## src/ptpc_pkg.sv

```systemverilog
// Package with register map, reset values and carriers for the port T pin block
package ptpc_pkg;
  localparam int unsigned PINS = 8;
  localparam int unsigned PWM_PINS = 5;
  localparam int unsigned ADDR_W = 5;
  localparam int unsigned DATA_W = 32;
  // Register indices as printed; byte address is four times the index
  localparam logic [2:0] IDX_OUTPUT_DATA = 3'h0;
  localparam logic [2:0] IDX_PIN_LEVEL = 3'h1;
  localparam logic [2:0] IDX_DIRECTION = 3'h2;
  localparam logic [2:0] IDX_DRIVE_REDUCE = 3'h3;
  localparam logic [2:0] IDX_PULL_ENABLE = 3'h4;
  localparam logic [2:0] IDX_PULL_SELECT = 3'h5;
  localparam logic [2:0] IDX_ROUTE_SELECT = 3'h7;
  localparam logic [ADDR_W-1:0] ADDR_OUTPUT_DATA = {IDX_OUTPUT_DATA, 2'h0};
  localparam logic [ADDR_W-1:0] ADDR_PIN_LEVEL = {IDX_PIN_LEVEL, 2'h0};
  localparam logic [ADDR_W-1:0] ADDR_DIRECTION = {IDX_DIRECTION, 2'h0};
  localparam logic [ADDR_W-1:0] ADDR_DRIVE_REDUCE = {IDX_DRIVE_REDUCE, 2'h0};
  localparam logic [ADDR_W-1:0] ADDR_PULL_ENABLE = {IDX_PULL_ENABLE, 2'h0};
  localparam logic [ADDR_W-1:0] ADDR_PULL_SELECT = {IDX_PULL_SELECT, 2'h0};
  localparam logic [ADDR_W-1:0] ADDR_ROUTE_SELECT = {IDX_ROUTE_SELECT, 2'h0};
  // Reset values
  localparam logic [7:0] RST_OUTPUT_DATA = 8'h00;
  localparam logic [7:0] RST_DIRECTION = 8'h00;
  localparam logic [7:0] RST_DRIVE_REDUCE = 8'h00;
  localparam logic [7:0] RST_PULL_ENABLE = 8'h00;
  localparam logic [7:0] RST_PULL_SELECT = 8'h00;
  localparam logic [4:0] RST_ROUTE_SELECT = 5'h00;
  localparam logic [7:0] RST_PIN_SYNC = 8'h00;
  localparam logic [DATA_W-1:0] READ_ZERO = 32'h0000_0000;

  // Timer status feeding the pin multiplexer
  typedef struct packed {
    logic enable;
    logic [7:0] compare_mode;
    logic [7:0] overflow_toggle;
    logic [7:0] action_routed;
    logic [7:0] channel_out;
  } ptpc_timer_t;

  // Pulse-width module status feeding the pin multiplexer
  typedef struct packed {
    logic [4:0] channel_enable;
    logic [4:0] channel_out;
  } ptpc_pulse_t;

  // Pad control for all eight pins
  typedef struct packed {
    logic [7:0] level_out;
    logic [7:0] drive_oe_n;
    logic [7:0] reduced_drive;
    logic [7:0] pull_up_en;
    logic [7:0] pull_down_en;
  } ptpc_pad_t;
endpackage : ptpc_pkg

```

## src/ptpc_port_t.sv

```systemverilog
// Port T pin control with Avalon-MM register slave
`timescale 1ns/1ns

module ptpc_port_t (
  input wire logic clk,
  input wire logic rstn,
  input wire logic ce,
  input wire logic [ptpc_pkg::ADDR_W-1:0] avs_address,
  input wire logic avs_read,
  input wire logic avs_write,
  input wire logic [ptpc_pkg::DATA_W-1:0] avs_writedata,
  input wire logic [3:0] avs_byteenable,
  output logic [ptpc_pkg::DATA_W-1:0] avs_readdata,
  output logic avs_waitrequest,
  input wire ptpc_pkg::ptpc_timer_t timer_in,
  input wire ptpc_pkg::ptpc_pulse_t pulse_in,
  input wire logic [7:0] pin_in,
  output ptpc_pkg::ptpc_pad_t pad_out,
  output logic [7:0] timer_capture_in
);

  logic rst_meta_reg;
  logic rst_sync_reg;
  logic rst_n;

  logic [7:0] output_data_reg;
  logic [7:0] direction_reg;
  logic [7:0] drive_reduce_reg;
  logic [7:0] pull_enable_reg;
  logic [7:0] pull_select_reg;
  logic [4:0] route_select_reg;

  logic [7:0] pin_meta_reg;
  logic [7:0] pin_sync_reg;

  logic ack_reg;
  logic [ptpc_pkg::DATA_W-1:0] readdata_reg;
  logic [ptpc_pkg::DATA_W-1:0] readdata_next;

  logic bus_req;
  logic bus_take;
  logic wr_take;
  logic lane0;

  logic [7:0] pulse_owns;
  logic [7:0] timer_owns;
  logic [7:0] pin_is_out;
  logic [7:0] data_view;
  logic [7:0] pulse_level;

  // Reset release through two flops
  always_ff @(posedge clk or negedge rstn) begin
    if (!rstn) begin
      rst_meta_reg <= 1'b0;
      rst_sync_reg <= 1'b0;
    end else begin
      rst_meta_reg <= 1'b1;
      rst_sync_reg <= rst_meta_reg;
    end
  end

  assign rst_n = rst_sync_reg;

  // Bus handshake: every access waits exactly one cycle while ce is high
  assign bus_req = avs_read | avs_write;
  assign bus_take = bus_req & ~ack_reg;
  // A frozen clock enable keeps the master waiting even once the answer is armed
  assign avs_waitrequest = bus_req & ~(ack_reg & ce);
  assign avs_readdata = readdata_reg;

  // Writes take effect once, on the first cycle the request is seen with ce high
  assign wr_take = avs_write & ~ack_reg & ce;
  assign lane0 = avs_byteenable[0];

  always_ff @(posedge clk or negedge rst_n) begin
    if (!rst_n) begin
      ack_reg <= 1'b0;
    end else if (ce) begin
      ack_reg <= bus_take;
    end
  end

  // Pin synchroniser; only the second stage is read
  // sync before read
  always_ff @(posedge clk or negedge rst_n) begin
    if (!rst_n) begin
      pin_meta_reg <= ptpc_pkg::RST_PIN_SYNC;
      pin_sync_reg <= ptpc_pkg::RST_PIN_SYNC;
    end else if (ce) begin
      pin_meta_reg <= pin_in;
      pin_sync_reg <= pin_meta_reg;
    end
  end

  assign timer_capture_in = pin_sync_reg;

  always_ff @(posedge clk or negedge rst_n) begin
    if (!rst_n) begin
      output_data_reg <= ptpc_pkg::RST_OUTPUT_DATA;
    end else if (wr_take && lane0 && avs_address == ptpc_pkg::ADDR_OUTPUT_DATA) begin
      output_data_reg <= avs_writedata[7:0];
    end
  end

  always_ff @(posedge clk or negedge rst_n) begin
    if (!rst_n) begin
      direction_reg <= ptpc_pkg::RST_DIRECTION;
    end else if (wr_take && lane0 && avs_address == ptpc_pkg::ADDR_DIRECTION) begin
      direction_reg <= avs_writedata[7:0];
    end
  end

  always_ff @(posedge clk or negedge rst_n) begin
    if (!rst_n) begin
      drive_reduce_reg <= ptpc_pkg::RST_DRIVE_REDUCE;
    end else if (wr_take && lane0 && avs_address == ptpc_pkg::ADDR_DRIVE_REDUCE) begin
      drive_reduce_reg <= avs_writedata[7:0];
    end
  end

  always_ff @(posedge clk or negedge rst_n) begin
    if (!rst_n) begin
      pull_enable_reg <= ptpc_pkg::RST_PULL_ENABLE;
    end else if (wr_take && lane0 && avs_address == ptpc_pkg::ADDR_PULL_ENABLE) begin
      pull_enable_reg <= avs_writedata[7:0];
    end
  end

  always_ff @(posedge clk or negedge rst_n) begin
    if (!rst_n) begin
      pull_select_reg <= ptpc_pkg::RST_PULL_SELECT;
    end else if (wr_take && lane0 && avs_address == ptpc_pkg::ADDR_PULL_SELECT) begin
      pull_select_reg <= avs_writedata[7:0];
    end
  end

  // bit 4 stored as written; clearing it is up to software
  always_ff @(posedge clk or negedge rst_n) begin
    if (!rst_n) begin
      route_select_reg <= ptpc_pkg::RST_ROUTE_SELECT;
    end else if (wr_take && lane0 && avs_address == ptpc_pkg::ADDR_ROUTE_SELECT) begin
      route_select_reg <= avs_writedata[4:0];
    end
  end

  assign data_view = (direction_reg & output_data_reg) | (~direction_reg & pin_sync_reg);

  // Read mux; writes to the level register fall through to no store
  // level write ignored
  always_comb begin
    readdata_next = ptpc_pkg::READ_ZERO;
    unique case (avs_address)
      ptpc_pkg::ADDR_OUTPUT_DATA: readdata_next[7:0] = data_view;
      ptpc_pkg::ADDR_PIN_LEVEL: readdata_next[7:0] = pin_sync_reg;
      ptpc_pkg::ADDR_DIRECTION: readdata_next[7:0] = direction_reg;
      ptpc_pkg::ADDR_DRIVE_REDUCE: readdata_next[7:0] = drive_reduce_reg;
      ptpc_pkg::ADDR_PULL_ENABLE: readdata_next[7:0] = pull_enable_reg;
      ptpc_pkg::ADDR_PULL_SELECT: readdata_next[7:0] = pull_select_reg;
      ptpc_pkg::ADDR_ROUTE_SELECT: readdata_next[4:0] = route_select_reg;
      default: readdata_next = ptpc_pkg::READ_ZERO;
    endcase
  end

  // Read data is caught on the first cycle the request is seen with ce high and held to the answer
  // sync lag visible
  always_ff @(posedge clk or negedge rst_n) begin
    if (!rst_n) begin
      readdata_reg <= ptpc_pkg::READ_ZERO;
    end else if (ce && avs_read && !ack_reg) begin
      readdata_reg <= readdata_next;
    end
  end

  // Per-pin ownership, direction and pad control
  genvar i;
  generate
    for (i = 0; i < 8; i++) begin : g_pin
      if (i < ptpc_pkg::PWM_PINS) begin : g_pwm
        assign pulse_owns[i] = route_select_reg[i] & pulse_in.channel_enable[i];
        assign pulse_level[i] = pulse_in.channel_out[i];
      end else begin : g_nopwm
        // Upper pins have no pulse channel to index
        assign pulse_owns[i] = 1'b0;
        assign pulse_level[i] = 1'b0;
      end

      assign timer_owns[i] = timer_in.enable
                             & (timer_in.compare_mode[i] | timer_in.overflow_toggle[i])
                             & timer_in.action_routed[i];

      assign pin_is_out[i] = pulse_owns[i] | timer_owns[i] | direction_reg[i];

      assign pad_out.level_out[i] = pulse_owns[i] ? pulse_level[i]
                                    : timer_owns[i] ? timer_in.channel_out[i]
                                    : output_data_reg[i];

      assign pad_out.drive_oe_n[i] = ~pin_is_out[i];

      assign pad_out.reduced_drive[i] = pin_is_out[i] & drive_reduce_reg[i];

      assign pad_out.pull_up_en[i] = ~pin_is_out[i] & pull_enable_reg[i]
                                     & ~pull_select_reg[i];
      assign pad_out.pull_down_en[i] = ~pin_is_out[i] & pull_enable_reg[i]
                                       & pull_select_reg[i];
    end
  endgenerate

  // no pin interrupt logic
  // Port T has no interrupt enable, so the shared select bit only picks the pull.

endmodule : ptpc_port_t

```

## config.mk

```make
export PLATFORM = sky130hd
export DESIGN_NAME = ptpc_port_t
export DESIGN_NICKNAME = d
export VERILOG_FILES = /design/src/ptpc_pkg.sv /design/src/ptpc_port_t.sv
export SDC_FILE = /design/constraint.sdc
export NUM_CORES = 1
export LEC_CHECK = 0
export ABC_CLOCK_PERIOD_IN_PS = 3100
export BUFFER_PORTS_ARGS = -buffer_cell sky130_fd_sc_hd__buf_2
export CAP_MARGIN = 30
export CORE_UTILIZATION = 35
export DETAILED_ROUTE_END_ITERATION = 16
export SYNTH_ARGS = -nofsm -noshare
export SYNTH_HDL_FRONTEND = slang
export SYNTH_SLANG_ARGS = --single-unit
```

## constraint.sdc

```tcl
create_clock -name clk -period 3.1 [get_ports clk]
set_clock_uncertainty 0.2 [all_clocks]
set_input_delay 0 -clock clk [delete_from_list [all_inputs] [get_ports clk]]
set_output_delay 0 -clock clk [all_outputs]
set_load 0.02 [all_outputs]
```

==> summary.md, run 1 <==
| Metric | Value |
|---|---|
| Post-Synthesis Cells | `346` |
| Post-synth EDFFs | `0` |
| Worst R2R Setup Slack | `roughly 0.94 ns` |
| Final hold violation count | `0` |
| Post-Syn Area | `4013 um2` |
| Clock buffer depth | `2` |
| Clock share of power | `around 41%` |
| Fin Setup TNS | `0 ns` |
| Seq cells post-synth | `between 70 and 80` |
| Reg2reg end | `ack_reg` |
| Main synth FF type | `dfrtp_1` |
| Syn_area_per_cell | `between 10 and 15 um2` |
| Port Buffers | `around 130` |
| DRT Wirelength | `10510 um` |
| CTS Root Cell | `clkbuf_16` |
| Clock Latency Late Sink | `0.32 ns` |
| Most common cell after layout, fill and taps aside | `buf_2` |
| DIE WIDTH | `~110 um` |
| Final setup viols | `0` |
| Area Overhead vs Synth | `30.56%` |
| Max IR drop VDD | `0.2754 mV` |
| Comb power frac | `~18%` |
| Dpl hpwl | `approximately 7600 um` |
| Number of setup buffers added after CTS | `0` |
| R2R cell count | `5` |
| Vias after detailed routing | `about 3200` |
| Routed len/inst | `around 16 um` |
| # clock sinks | `72` |
| Flop pwr share | `between 40% and 50%` |
| HP Start | `ce` |
| Vias in the first global route | `around 3000` |
| H-Tree Depth | `3` |
| Total of max-cap violations | `0` |
| Cell Rows | `38` |
| TritonCTS Buffers | `9` |
| LEAKAGE | `approximately 2.7 nW` |
| Full die area | `about 12000 um2` |
| CP arrival | `2.22 ns` |
| Clock transition at path regs | `0.06 ns` |
| Net Sw Frac | `a little over a quarter` |
| Hold Crit Depth | `2` |
| DR pass1 iterations | `4` |
| Slew Limit Fails | `0` |
| Core Area | `about 11000 um2` |
| Outcome | `complete, no violations` |
| Least-Margin Pin Slew | `between 0.7 and 0.8 ns` |
| # hold bufs at CTS | `24` |
| IO Pins | `around 180` |
| Initial antenna violation count | `0` |
| Highest clock rate | `approximately 460 MHz` |
| Layout Utilization | `a little under half` |
| Tmin final | `about 2.2 ns` |
| Reg2reg start | `ack_reg` |
| RSZ-0062 raised after global routing | `no` |
| # diodes | `0` |
| Worst Hold Class | `in -> reg` |
| Initial core utilization | `36.53%` |
| Worst EP required | `approximately 3.2 ns` |
| Internal | `around 0.0019 W` |
| NumNets Final | `~590` |
| CP max FO | `4` |
| Yosys cell types | `53` |
| Via density | `just over 5` |
| Seq/Total Area, Yosys | `about 45%` |
| Crit end category | `flop` |
| GP Congestion | `slightly below 0.8` |
| DRC violations left | `0` |
| Post-CTS resize count | `0` |
| Relative slew slack | `about 47%` |
| Hold path endpoint | `timer_capture_in[3]` |
| Async S/R FF share, synth | `100.0%` |
| Pwr Density | `slightly above 500 nW/um2` |
| Share of cells above drive strength 1 | `around 43%` |
| Tcrit/Tclk final | `between 60 and 70%` |
| CTS tree | `done` |
| Grt ovf | `0` |
| Startpoint types | `flop` |
| Starting DRT DRC Count | `152` |
| Routed Antenna Nets | `0` |
| Total track usage | `18.50%` |
| Chip height | `~110 um` |
| Switching pwr | `between 0.0007 and 0.0008 W` |
| CP Class | `reg -> reg` |
| Synth warn | `0` |
| First-pass GRT wire length | `about 16000 um` |
| Most frequent cells in the layout | `126 x buf_2, 71 x dfrtp_1, 36 x mux2_2, 25 x conb_1, 24 x dlygate4sd3_1` |
| Largest net degree at the start of global routing | `37` |
==> cell type report <==
type,count,area (um2)
Inverter,5,18.77
Clock buffer,13,280.3
Multi-Input combinational cell,256,2024
Sequential cell,72,1803
Tap cell,140,175.2
Clock inverter,3,46.29
Fill cell,1029,5744
Timing Repair Buffer,151,890.9
==> power groups by stage <==
stage / logic, W / registers [W] / clock network (W)
5_1_grt: 0.000519 / 0.00112 / 0.00116
3_3_place_gp: 0.000440 / 0.00112 / 0
6_report: 0.000473 / 0.00111 / 0.00110
2_1_floorplan: 0.000285 / 0.00113 / 0
4_1_cts: 0.000478 / 0.00111 / 0.00112
3_5_place_dp: 0.000449 / 0.00112 / 0
==> layer usage <==
layer  GRT usage (%)  vias to the layer above  share of wire (%)
li1                -                     1513                  -
met1           25.03                     1572                 46
met2           29.92                      123                 46
met3           3.825                       10                6.3
met4           5.019                        0                1.0
met5               0                        -                  0
==> kinds of logic (layout without fill, tap and decap cells) <==
logic type | Yosys count | after routing | synth area share [%]
AO/OA/AOI/OAI | 55 | 55 | 9.511
buffers and inverters | 41 | 172 | 6.798
flip-flops | 72 | 72 | 44.90
multiplexers | 79 | 79 | 23.54
other | 2 | 25 | 0.1872
AND/OR/NAND/NOR | 97 | 97 | 15.06
==> worst max-delay path, stage by stage, from the launching register on <==
cell           delay, ns
dfrtp_1             0.42
nor2b_1             0.19
o21ai_0             0.11
dlygate4sd3_1       0.55
o21ai_0             0.06
dlygate4sd3_1       0.57
==> synthesized netlist by cell type, drive strengths merged, types with 4 or more instances <==
master | count | area (um2)
a221oi | 4 | 35.03
nor3 | 4 | 31.28
nand2 | 22 | 92.59
and3b | 5 | 43.79
o21ai | 7 | 35.03
a21oi | 16 | 80.08
nor2 | 25 | 127.6
mux2 | 65 | 792.0
nor2b | 13 | 81.33
and3 | 9 | 56.30
or3b | 4 | 35.04
inv | 5 | 18.77
mux2i | 13 | 130.1
dfrtp | 72 | 1802
o211ai | 9 | 67.56
buf | 32 | 239.0
clkbuf | 4 | 15.01
==> worst max-delay path by stage <==
| stage | start | to | slack (ns) | cells past startpoint |
|---|---|---|---|---|
| after floorplan | rst_n | ack_reg | 0.75 | 0 |
| after global placement | avs_address[3] | direction_reg[6] | 1.11 | 4 |
| after detailed placement | ack_reg | route_select_reg[2] | 1.09 | 4 |
| after CTS | ack_reg | ack_reg | 0.97 | 5 |
| after global routing | ack_reg | ack_reg | 0.85 | 5 |
| final | ack_reg | ack_reg | 0.94 | 5 |
==> stage by stage <==
stage | cells | total power (W) | hold slack (ns) | setup slack [ns] | area, um2
after detailed placement | 600 | 0.001572 | -0.4129 | 1.093 | 4672
after CTS | 640 | 0.002706 | 0.003087 | 0.9679 | 5239
final | 640 | 0.002683 | 0.009046 | 0.9405 | 5239
after global routing | 640 | 0.002805 | 0.03125 | 0.8548 | 5239
after floorplan | 369 | 0.001415 | -0.4956 | 0.7465 | 4099
after global placement | 600 | 0.001559 | -0.4148 | 1.111 | 4672
Note: power is estimated with default switching activity, not from simulation.
==> run 2: changes to the inputs <==
--- a/config.mk
+++ b/config.mk
@@ -5,7 +5,7 @@
 export SDC_FILE = /design/constraint.sdc
 export NUM_CORES = 1
 export LEC_CHECK = 0
-export ABC_CLOCK_PERIOD_IN_PS = 3100
+export ABC_CLOCK_PERIOD_IN_PS = 2200
 export BUFFER_PORTS_ARGS = -buffer_cell sky130_fd_sc_hd__buf_2
 export CAP_MARGIN = 30
 export CORE_UTILIZATION = 35
==> constraint.sdc (replaced) <==
create_clock -name clk -period 2.2 [get_ports clk]
set_clock_uncertainty 0.2 [all_clocks]
set_input_delay 0 -clock clk [delete_from_list [all_inputs] [get_ports clk]]
set_output_delay 0 -clock clk [all_outputs]
set_load 0.02 [all_outputs]
==> run 2 against run 1 <==
Hold slack better by 0.055 ns. Clock power rose by 38%. Cell count is 1.4% higher. Die area is the same. Non-clock buffer count up 9. Register-to-register slack got worse by 0.84 ns. Global-route usage about the same. Combinational power up 47%. Sequential share of layout area shrank 0.38 points. Setup slack worse by 0.87 ns. Critical path type is now in -> reg.
==> summary.md, run 2 (synthesized netlist as in run 1, its figures left out) <==
| Metric | Value |
|---|---|
| Slew Limit Fails | `0 (unchanged)` |
| CP cell instances | `dlygate4sd3_1, buf_4, nor2b_2, o21ai_0, dlygate4sd3_1, o21ai_0, dlygate4sd3_1` |
| DIE WIDTH | `109.1 um (unchanged)` |
| Slowest stage delay, CP | `0.56 ns (about the same)` |
| Via density | `4.978 (-0.99%)` |
| Pwr Density | `709.1 nW/um2 (+38%)` |
| Fin cells | `649 (+1.4%)` |
| Final hold violation count | `0 (unchanged)` |
| Reg2reg start | `ack_reg` |
| Routed Antenna Nets | `0 (unchanged)` |
| Critical path origin | `ce` |
| Dpl hpwl | `7741 um (+2.3%)` |
| IO Pins | `178 (unchanged)` |
| CP Class | `in -> reg` |
| Port Buffers | `126 (unchanged)` |
| # diodes | `0 (unchanged)` |
| WP buf/inv | `4 (+2)` |
| Highest clock rate | `470.0 MHz` |
| Pwr Total | `0.003757 W (+40%)` |
| CTS tree | `done` |
| Critical Path Stages | `7 (+2)` |
| DR pass1 iterations | `4 (unchanged)` |
| Initial core utilization | `36.53% (unchanged)` |
| CP arrival | `2.13 ns (-0.09 ns)` |
| Most frequent CP cell | `dlygate4sd3_1` |
| LEAKAGE | `2.699 nW (+1.4%)` |
| Vias in the first global route | `3130 (+3.2%)` |
| Placed insts | `606 (+1.0%)` |
| # clock sinks | `72 (unchanged)` |
| Grt ovf | `0 (unchanged)` |
| Reg2reg end | `ack_reg` |
| Hold Crit Depth | `5 (+3)` |
| Worst R2R Setup Slack | `0.10 ns (-0.84 ns)` |
| Largest net degree at the start of global routing | `37 (unchanged)` |
| CTS Root Cell | `clkbuf_16` |
| Clock buffer depth | `2 (unchanged)` |
| RSZ-0062 raised after global routing | `no` |
| Worst path top cell family by delay | `buffers and inverters` |
| Least-Margin Pin Slew | `0.5706 ns (-0.2210 ns)` |
| PnR worst setup slack | `0.07222 ns (-0.8682 ns)` |
| H-Tree Depth | `3 (unchanged)` |
| Chip height | `109.1 um (unchanged)` |
| Core Area | `10980 um2 (unchanged)` |
| Worst EP required | `2.20 ns (-0.96 ns)` |
| Area Overhead vs Synth | `32.02%` |
| Startpoint types | `input pin` |
| DRC violations left | `0 (unchanged)` |
| Tcrit/Tclk final | `around 97%` |
| Clock transition at path regs | `0.06 ns (about the same)` |
| Tmin final | `~2.1 ns` |
| Number of setup buffers added after CTS | `0 (unchanged)` |
| Routed len/inst | `16.47 um (+0.36%)` |
| NumNets Final | `601 (+1.5%)` |
| Most frequent cells in the layout | `125 x buf_2, 71 x dfrtp_1, 36 x mux2_2, 27 x dlygate4sd3_1, 25 x conb_1` |
| Relative slew slack | `61.79% (+15 points)` |
| Most common cell after layout, fill and taps aside | `buf_2` |
| Initial antenna violation count | `1 (+1)` |
| CP max FO | `11 (+7)` |
| Crit-path slowest cell | `dlygate4sd3_1` |
| Final setup viols | `0 (unchanged)` |
| Full die area | `11900 um2 (unchanged)` |
| Crit end category | `flop` |
| Fin Setup TNS | `0 ns (unchanged)` |
| Starting DRT DRC Count | `125 (-18%)` |
| Total track usage | `18.47% (-0.032 points)` |
| TritonCTS Buffers | `9 (unchanged)` |
| DRT Wirelength | `10690 um (+1.8%)` |
| Vias after detailed routing | `3231 (+0.40%)` |
| Max IR drop VDD | `0.5217 mV (+89%)` |
| Worst Hold Class | `in -> reg` |
| Total of max-cap violations | `0 (unchanged)` |
| Clock Latency Late Sink | `0.33 ns (about the same)` |
| Outcome | `complete, no violations` |
| Share of cells above drive strength 1 | `43.22% (+0.42 points)` |
| GP Congestion | `0.7938 (about the same)` |
| R2R cell count | `5 (unchanged)` |
| Cell Rows | `38 (unchanged)` |
| HP Start | `avs_address[0]` |
| First-pass GRT wire length | `16460 um (+0.38%)` |
| Setup crit end | `ack_reg` |
| Hold_ws | `0.06392 ns (+0.05488 ns)` |
| Post-Place Setup Slack | `0.2283 ns (-0.8646 ns)` |
## run 2: changes by cell type in the layout (fill, tap and decap cells not counted), sizes merged
cell,previous run,this run
buf,127,133
dlygate4sd3,24,27
clkinvlp,1,0
clkinv,0,1
## run 2: per-stage QoR
step	utilization, %	instance area [um2]
2_1_floorplan	-	4100
3_3_place_gp	42.83	4705
5_1_grt	48.23	5298
3_5_place_dp	42.83	4705
6_report	48.23	5298
4_1_cts	48.19	5293
## run 2: worst min-delay path by stage
stage,slack [ns],endpoint
CTS,0.05,avs_readdata[7]
finish,0.06,avs_readdata[7]
global route,0.11,avs_readdata[5]
detailed placement,-0.41,rst_meta_reg
global placement,-0.41,rst_meta_reg
floorplan,-0.50,rst_meta_reg
## run 2: layer usage
layer  wire length (um)  global-route usage, %  share of wire, %  vias to the layer above
li1                   -                      -                 -                     1539
met1               5119                  25.48                48                     1562
met2               4902                  28.71                46                      120
met3                605                  4.543               5.7                        8
met4                 53                  5.019              0.50                        2
met5                 10                      0             0.094                        -
## run 2: timing repair
action | CTS | global route
endpoints found under the hold margin | 63 | 0
resized for setup | 0 | 3
endpoints found under the setup margin | 0 | 1
hold buffers | 27 | 0
## run 2: worst reg2reg max path: cells and delay by family (launching register included)
family,cells,cell delay (ns)
buffers and inverters,2,1.12
DFF,1,0.41
AOI/OAI and AO/OA,2,0.16
and+or+nand+nor,1,0.14
## run 2: layout make-up
class / count / area, um2
clock inverter: 3 / 47.55
multi-input combinational: 256 / 2027
clock buffer: 13 / 270.3
timing repair buffer: 160 / 955.9
sequential: 72 / 1803
inverter: 5 / 18.77
fill: 1010 / 5685
tap: 140 / 175.2
## run 2: power breakdown
| group | switching, W | internal, W |
|---|---|---|
| registers | 0.000105 | 0.00144 |
| clock network | 0.000539 | 0.000977 |
| logic | 0.000386 | 0.000311 |
| total | 0.00103 | 0.00273 |
==> run 3: changes to the inputs <==
--- a/config.mk
+++ b/config.mk
@@ -8,8 +8,9 @@
 export ABC_CLOCK_PERIOD_IN_PS = 2200
 export BUFFER_PORTS_ARGS = -buffer_cell sky130_fd_sc_hd__buf_2
 export CAP_MARGIN = 30
-export CORE_UTILIZATION = 35
+export CORE_UTILIZATION = 45
 export DETAILED_ROUTE_END_ITERATION = 16
+export PLACE_DENSITY = 0.77
 export SYNTH_ARGS = -nofsm -noshare
 export SYNTH_HDL_FRONTEND = slang
 export SYNTH_SLANG_ARGS = --single-unit
==> constraint.sdc (replaced) <==
create_clock -name clk -period 2.2 [get_ports clk]
set_clock_uncertainty 0.2 [all_clocks]
set_input_delay 0.22 -clock clk [delete_from_list [all_inputs] [get_ports clk]]
set_output_delay 0.22 -clock clk [all_outputs]
set_load 0.02 [all_outputs]
==> run 3 against run 2 <==
Routed wire length shrank 6.2%. First-iteration DRC count grew 78%. Non-clock buffer count shrank 6. Critical path depth shrank 1. Clock power shrank 40%. Global-route usage grew 3.5 points. Sequential cell count is the same. Design area shrank 4.7%. Setup slack gained 0.094 ns. Sequential share of layout area grew 1.7 points. Sequential power is essentially flat. Combinational power shrank 3%. Critical endpoint is now pull_select_reg[5]. Largest cell class unchanged.
==> summary.md, run 3 (synthesized netlist as in run 1, its figures left out) <==
| Metric | Value |
|---|---|
| Outcome | `complete, no violations` |
| Crit end category | `flop` |
| CTS Root Cell | `clkbuf_8` |
| Clock transition at path regs | `0.07 ns (about the same)` |
| RSZ-0062 raised after global routing | `no` |
| H-Tree Depth | `3 (unchanged)` |
| Clock Latency Late Sink | `0.34 ns (about the same)` |
| Total of max-cap violations | `0 (unchanged)` |
| Cell Rows | `34 (-11%)` |
| DRC violations left | `0 (unchanged)` |
| Relative slew slack | `65.59% (+3.8 points)` |
| Via density | `5.360 (+7.7%)` |
| Max IR drop VDD | `0.3864 mV (-26%)` |
| Total track usage | `21.98% (+3.5 points)` |
| Worst EP required | `2.22 ns (+0.02 ns)` |
| Chip height | `96.43 um (-12%)` |
| CP max FO | `8 (-3)` |
| Fin Setup TNS | `0 ns (unchanged)` |
| Routed Antenna Nets | `0 (unchanged)` |
| Share of cells above drive strength 1 | `43.31% (+0.091 points)` |
| # clock sinks | `72 (unchanged)` |
| Critical Path Stages | `6 (-1)` |
| IO Pins | `178 (unchanged)` |
| Startpoint types | `input pin` |
| NumNets Final | `595 (-1.0%)` |
| CTS tree | `done` |
| # diodes | `0 (unchanged)` |
| DRT Wirelength | `10020 um (-6.2%)` |
| Routed len/inst | `16.46 um (about the same)` |
| Least-Margin Pin Slew | `0.5139 ns (-0.05676 ns)` |
| WP buf/inv | `2 (-2)` |
| Starting DRT DRC Count | `223 (+78%)` |
| Full die area | `9299 um2 (-22%)` |
| Worst Hold Class | `in -> reg` |
| Largest net degree at the start of global routing | `39 (+5.4%)` |
| Final setup viols | `0 (unchanged)` |
| Slew Limit Fails | `0 (unchanged)` |
| Tmin final | `2.034 ns (-0.09419 ns)` |
| CP Class | `in -> reg` |
| Number of setup buffers added after CTS | `0 (unchanged)` |
| Slowest stage delay, CP | `0.52 ns (-0.04 ns)` |
| Final hold violation count | `0 (unchanged)` |
| Pwr Total | `0.003138 W (-16%)` |
| Highest clock rate | `491.7 MHz (+4.6%)` |
| DR pass1 iterations | `4 (unchanged)` |
| Most common cell after layout, fill and taps aside | `buf_2` |
| CP cell instances | `dlygate4sd3_1, buf_2, and4b_2, nand2_2, nor2_4, mux2_1` |
| TritonCTS Buffers | `9 (unchanged)` |
| Vias in the first global route | `2989 (-4.5%)` |
| LEAKAGE | `2.606 nW (-3.4%)` |
| Port Buffers | `126 (unchanged)` |
| Most frequent cells in the layout | `126 x buf_2, 71 x dfrtp_1, 36 x mux2_2, 25 x conb_1, 21 x nor2_1` |
| Initial core utilization | `46.24% (+9.7 points)` |
| GP Congestion | `0.8315 (+4.7%)` |
| Crit-path slowest cell | `dlygate4sd3_1` |
| Pwr Density | `621.5 nW/um2 (-12%)` |
| R2R cell count | `4 (-1)` |
| Vias after detailed routing | `3264 (+1.0%)` |
| Worst path top cell family by delay | `simple AND/OR/NAND/NOR gates` |
| Initial antenna violation count | `0 (-1)` |
| Tcrit/Tclk final | `92.44% (-4.3 points)` |
| Core Area | `8678 um2 (-21%)` |
| Hold Crit Depth | `2 (-3)` |
| Area Overhead vs Synth | `25.82%` |
| Dpl hpwl | `7224 um (-6.7%)` |
| First-pass GRT wire length | `15040 um (-8.6%)` |
| CP arrival | `2.05 ns (-0.08 ns)` |
| Clock buffer depth | `2 (unchanged)` |
| DIE WIDTH | `96.43 um (-12%)` |
| Grt ovf | `0 (unchanged)` |
-- run 3: cell count changes in the layout (fill, tap and decap cells not counted), sizes merged --
cell	previous run	this run
dlygate4sd3	27	20
buf	133	134
bufinv	1	0
inv	6	5
-- run 3: what timing repair did --
action                                 in CTS  in global routing
endpoints found under the hold margin      56                  0
setup endpoints to repair                   0                  0
gates resized for setup                     0                  0
hold buffers                               20                  0
-- run 3: through the flow --
stage	util, %	worst slack, ns	std cells	hold slack [ns]	area [um2]
after floorplan	-	0.4400	369	-0.2756	4100
after global placement	53.98	0.2706	575	-0.1932	4684
after detailed placement	53.98	0.2316	575	-0.1918	4684
after CTS	58.17	0.1823	609	0.02988	5049
after global routing	58.17	0.08028	609	0.05014	5049
final	58.17	0.1664	609	0.03267	5049
-- run 3: path summary, 6_finish.rpt --
kind | slack (ns) | start | endpoint
worst min-delay path | 0.03 | ce | ack_reg
max in group asynchronous | 1.14 | rstn | rst_n
worst max register to register | 0.23 | ack_reg | pull_select_reg[5]
worst min register to register | 0.09 | rst_n | pin_meta_reg[4]
min in group asynchronous | 0.09 | rst_n | pin_meta_reg[4]
worst max-delay path | 0.17 | avs_write | pull_select_reg[5]
-- run 3: final cells by class --
class | count | area [um2]
flip-flops and latches | 72 | 1803
clock buffers | 13 | 158.9
inverters | 5 | 18.77
multi-input cells | 256 | 2024
repair buffers | 154 | 903.4
well taps | 108 | 135.1
clock inverters | 1 | 5.005
fillers | 719 | 3630
-- run 3: layer usage --
metal  up-vias  wire, um  GRT usage (%)
met2       145      4572          34.16
met1      1586      4591          30.32
met3        15       688          3.991
met4         0       171          9.314
met5         -         0              0
li1       1518         -              -
-- run 3: where the power goes --
group	switching [W]	leakage (nW)	internal [W]	total, W
registers	0.000106	0.945	0.00144	0.00154
clock network	0.000457	0.0854	0.000458	0.000916
logic	0.000380	1.58	0.000299	0.000679
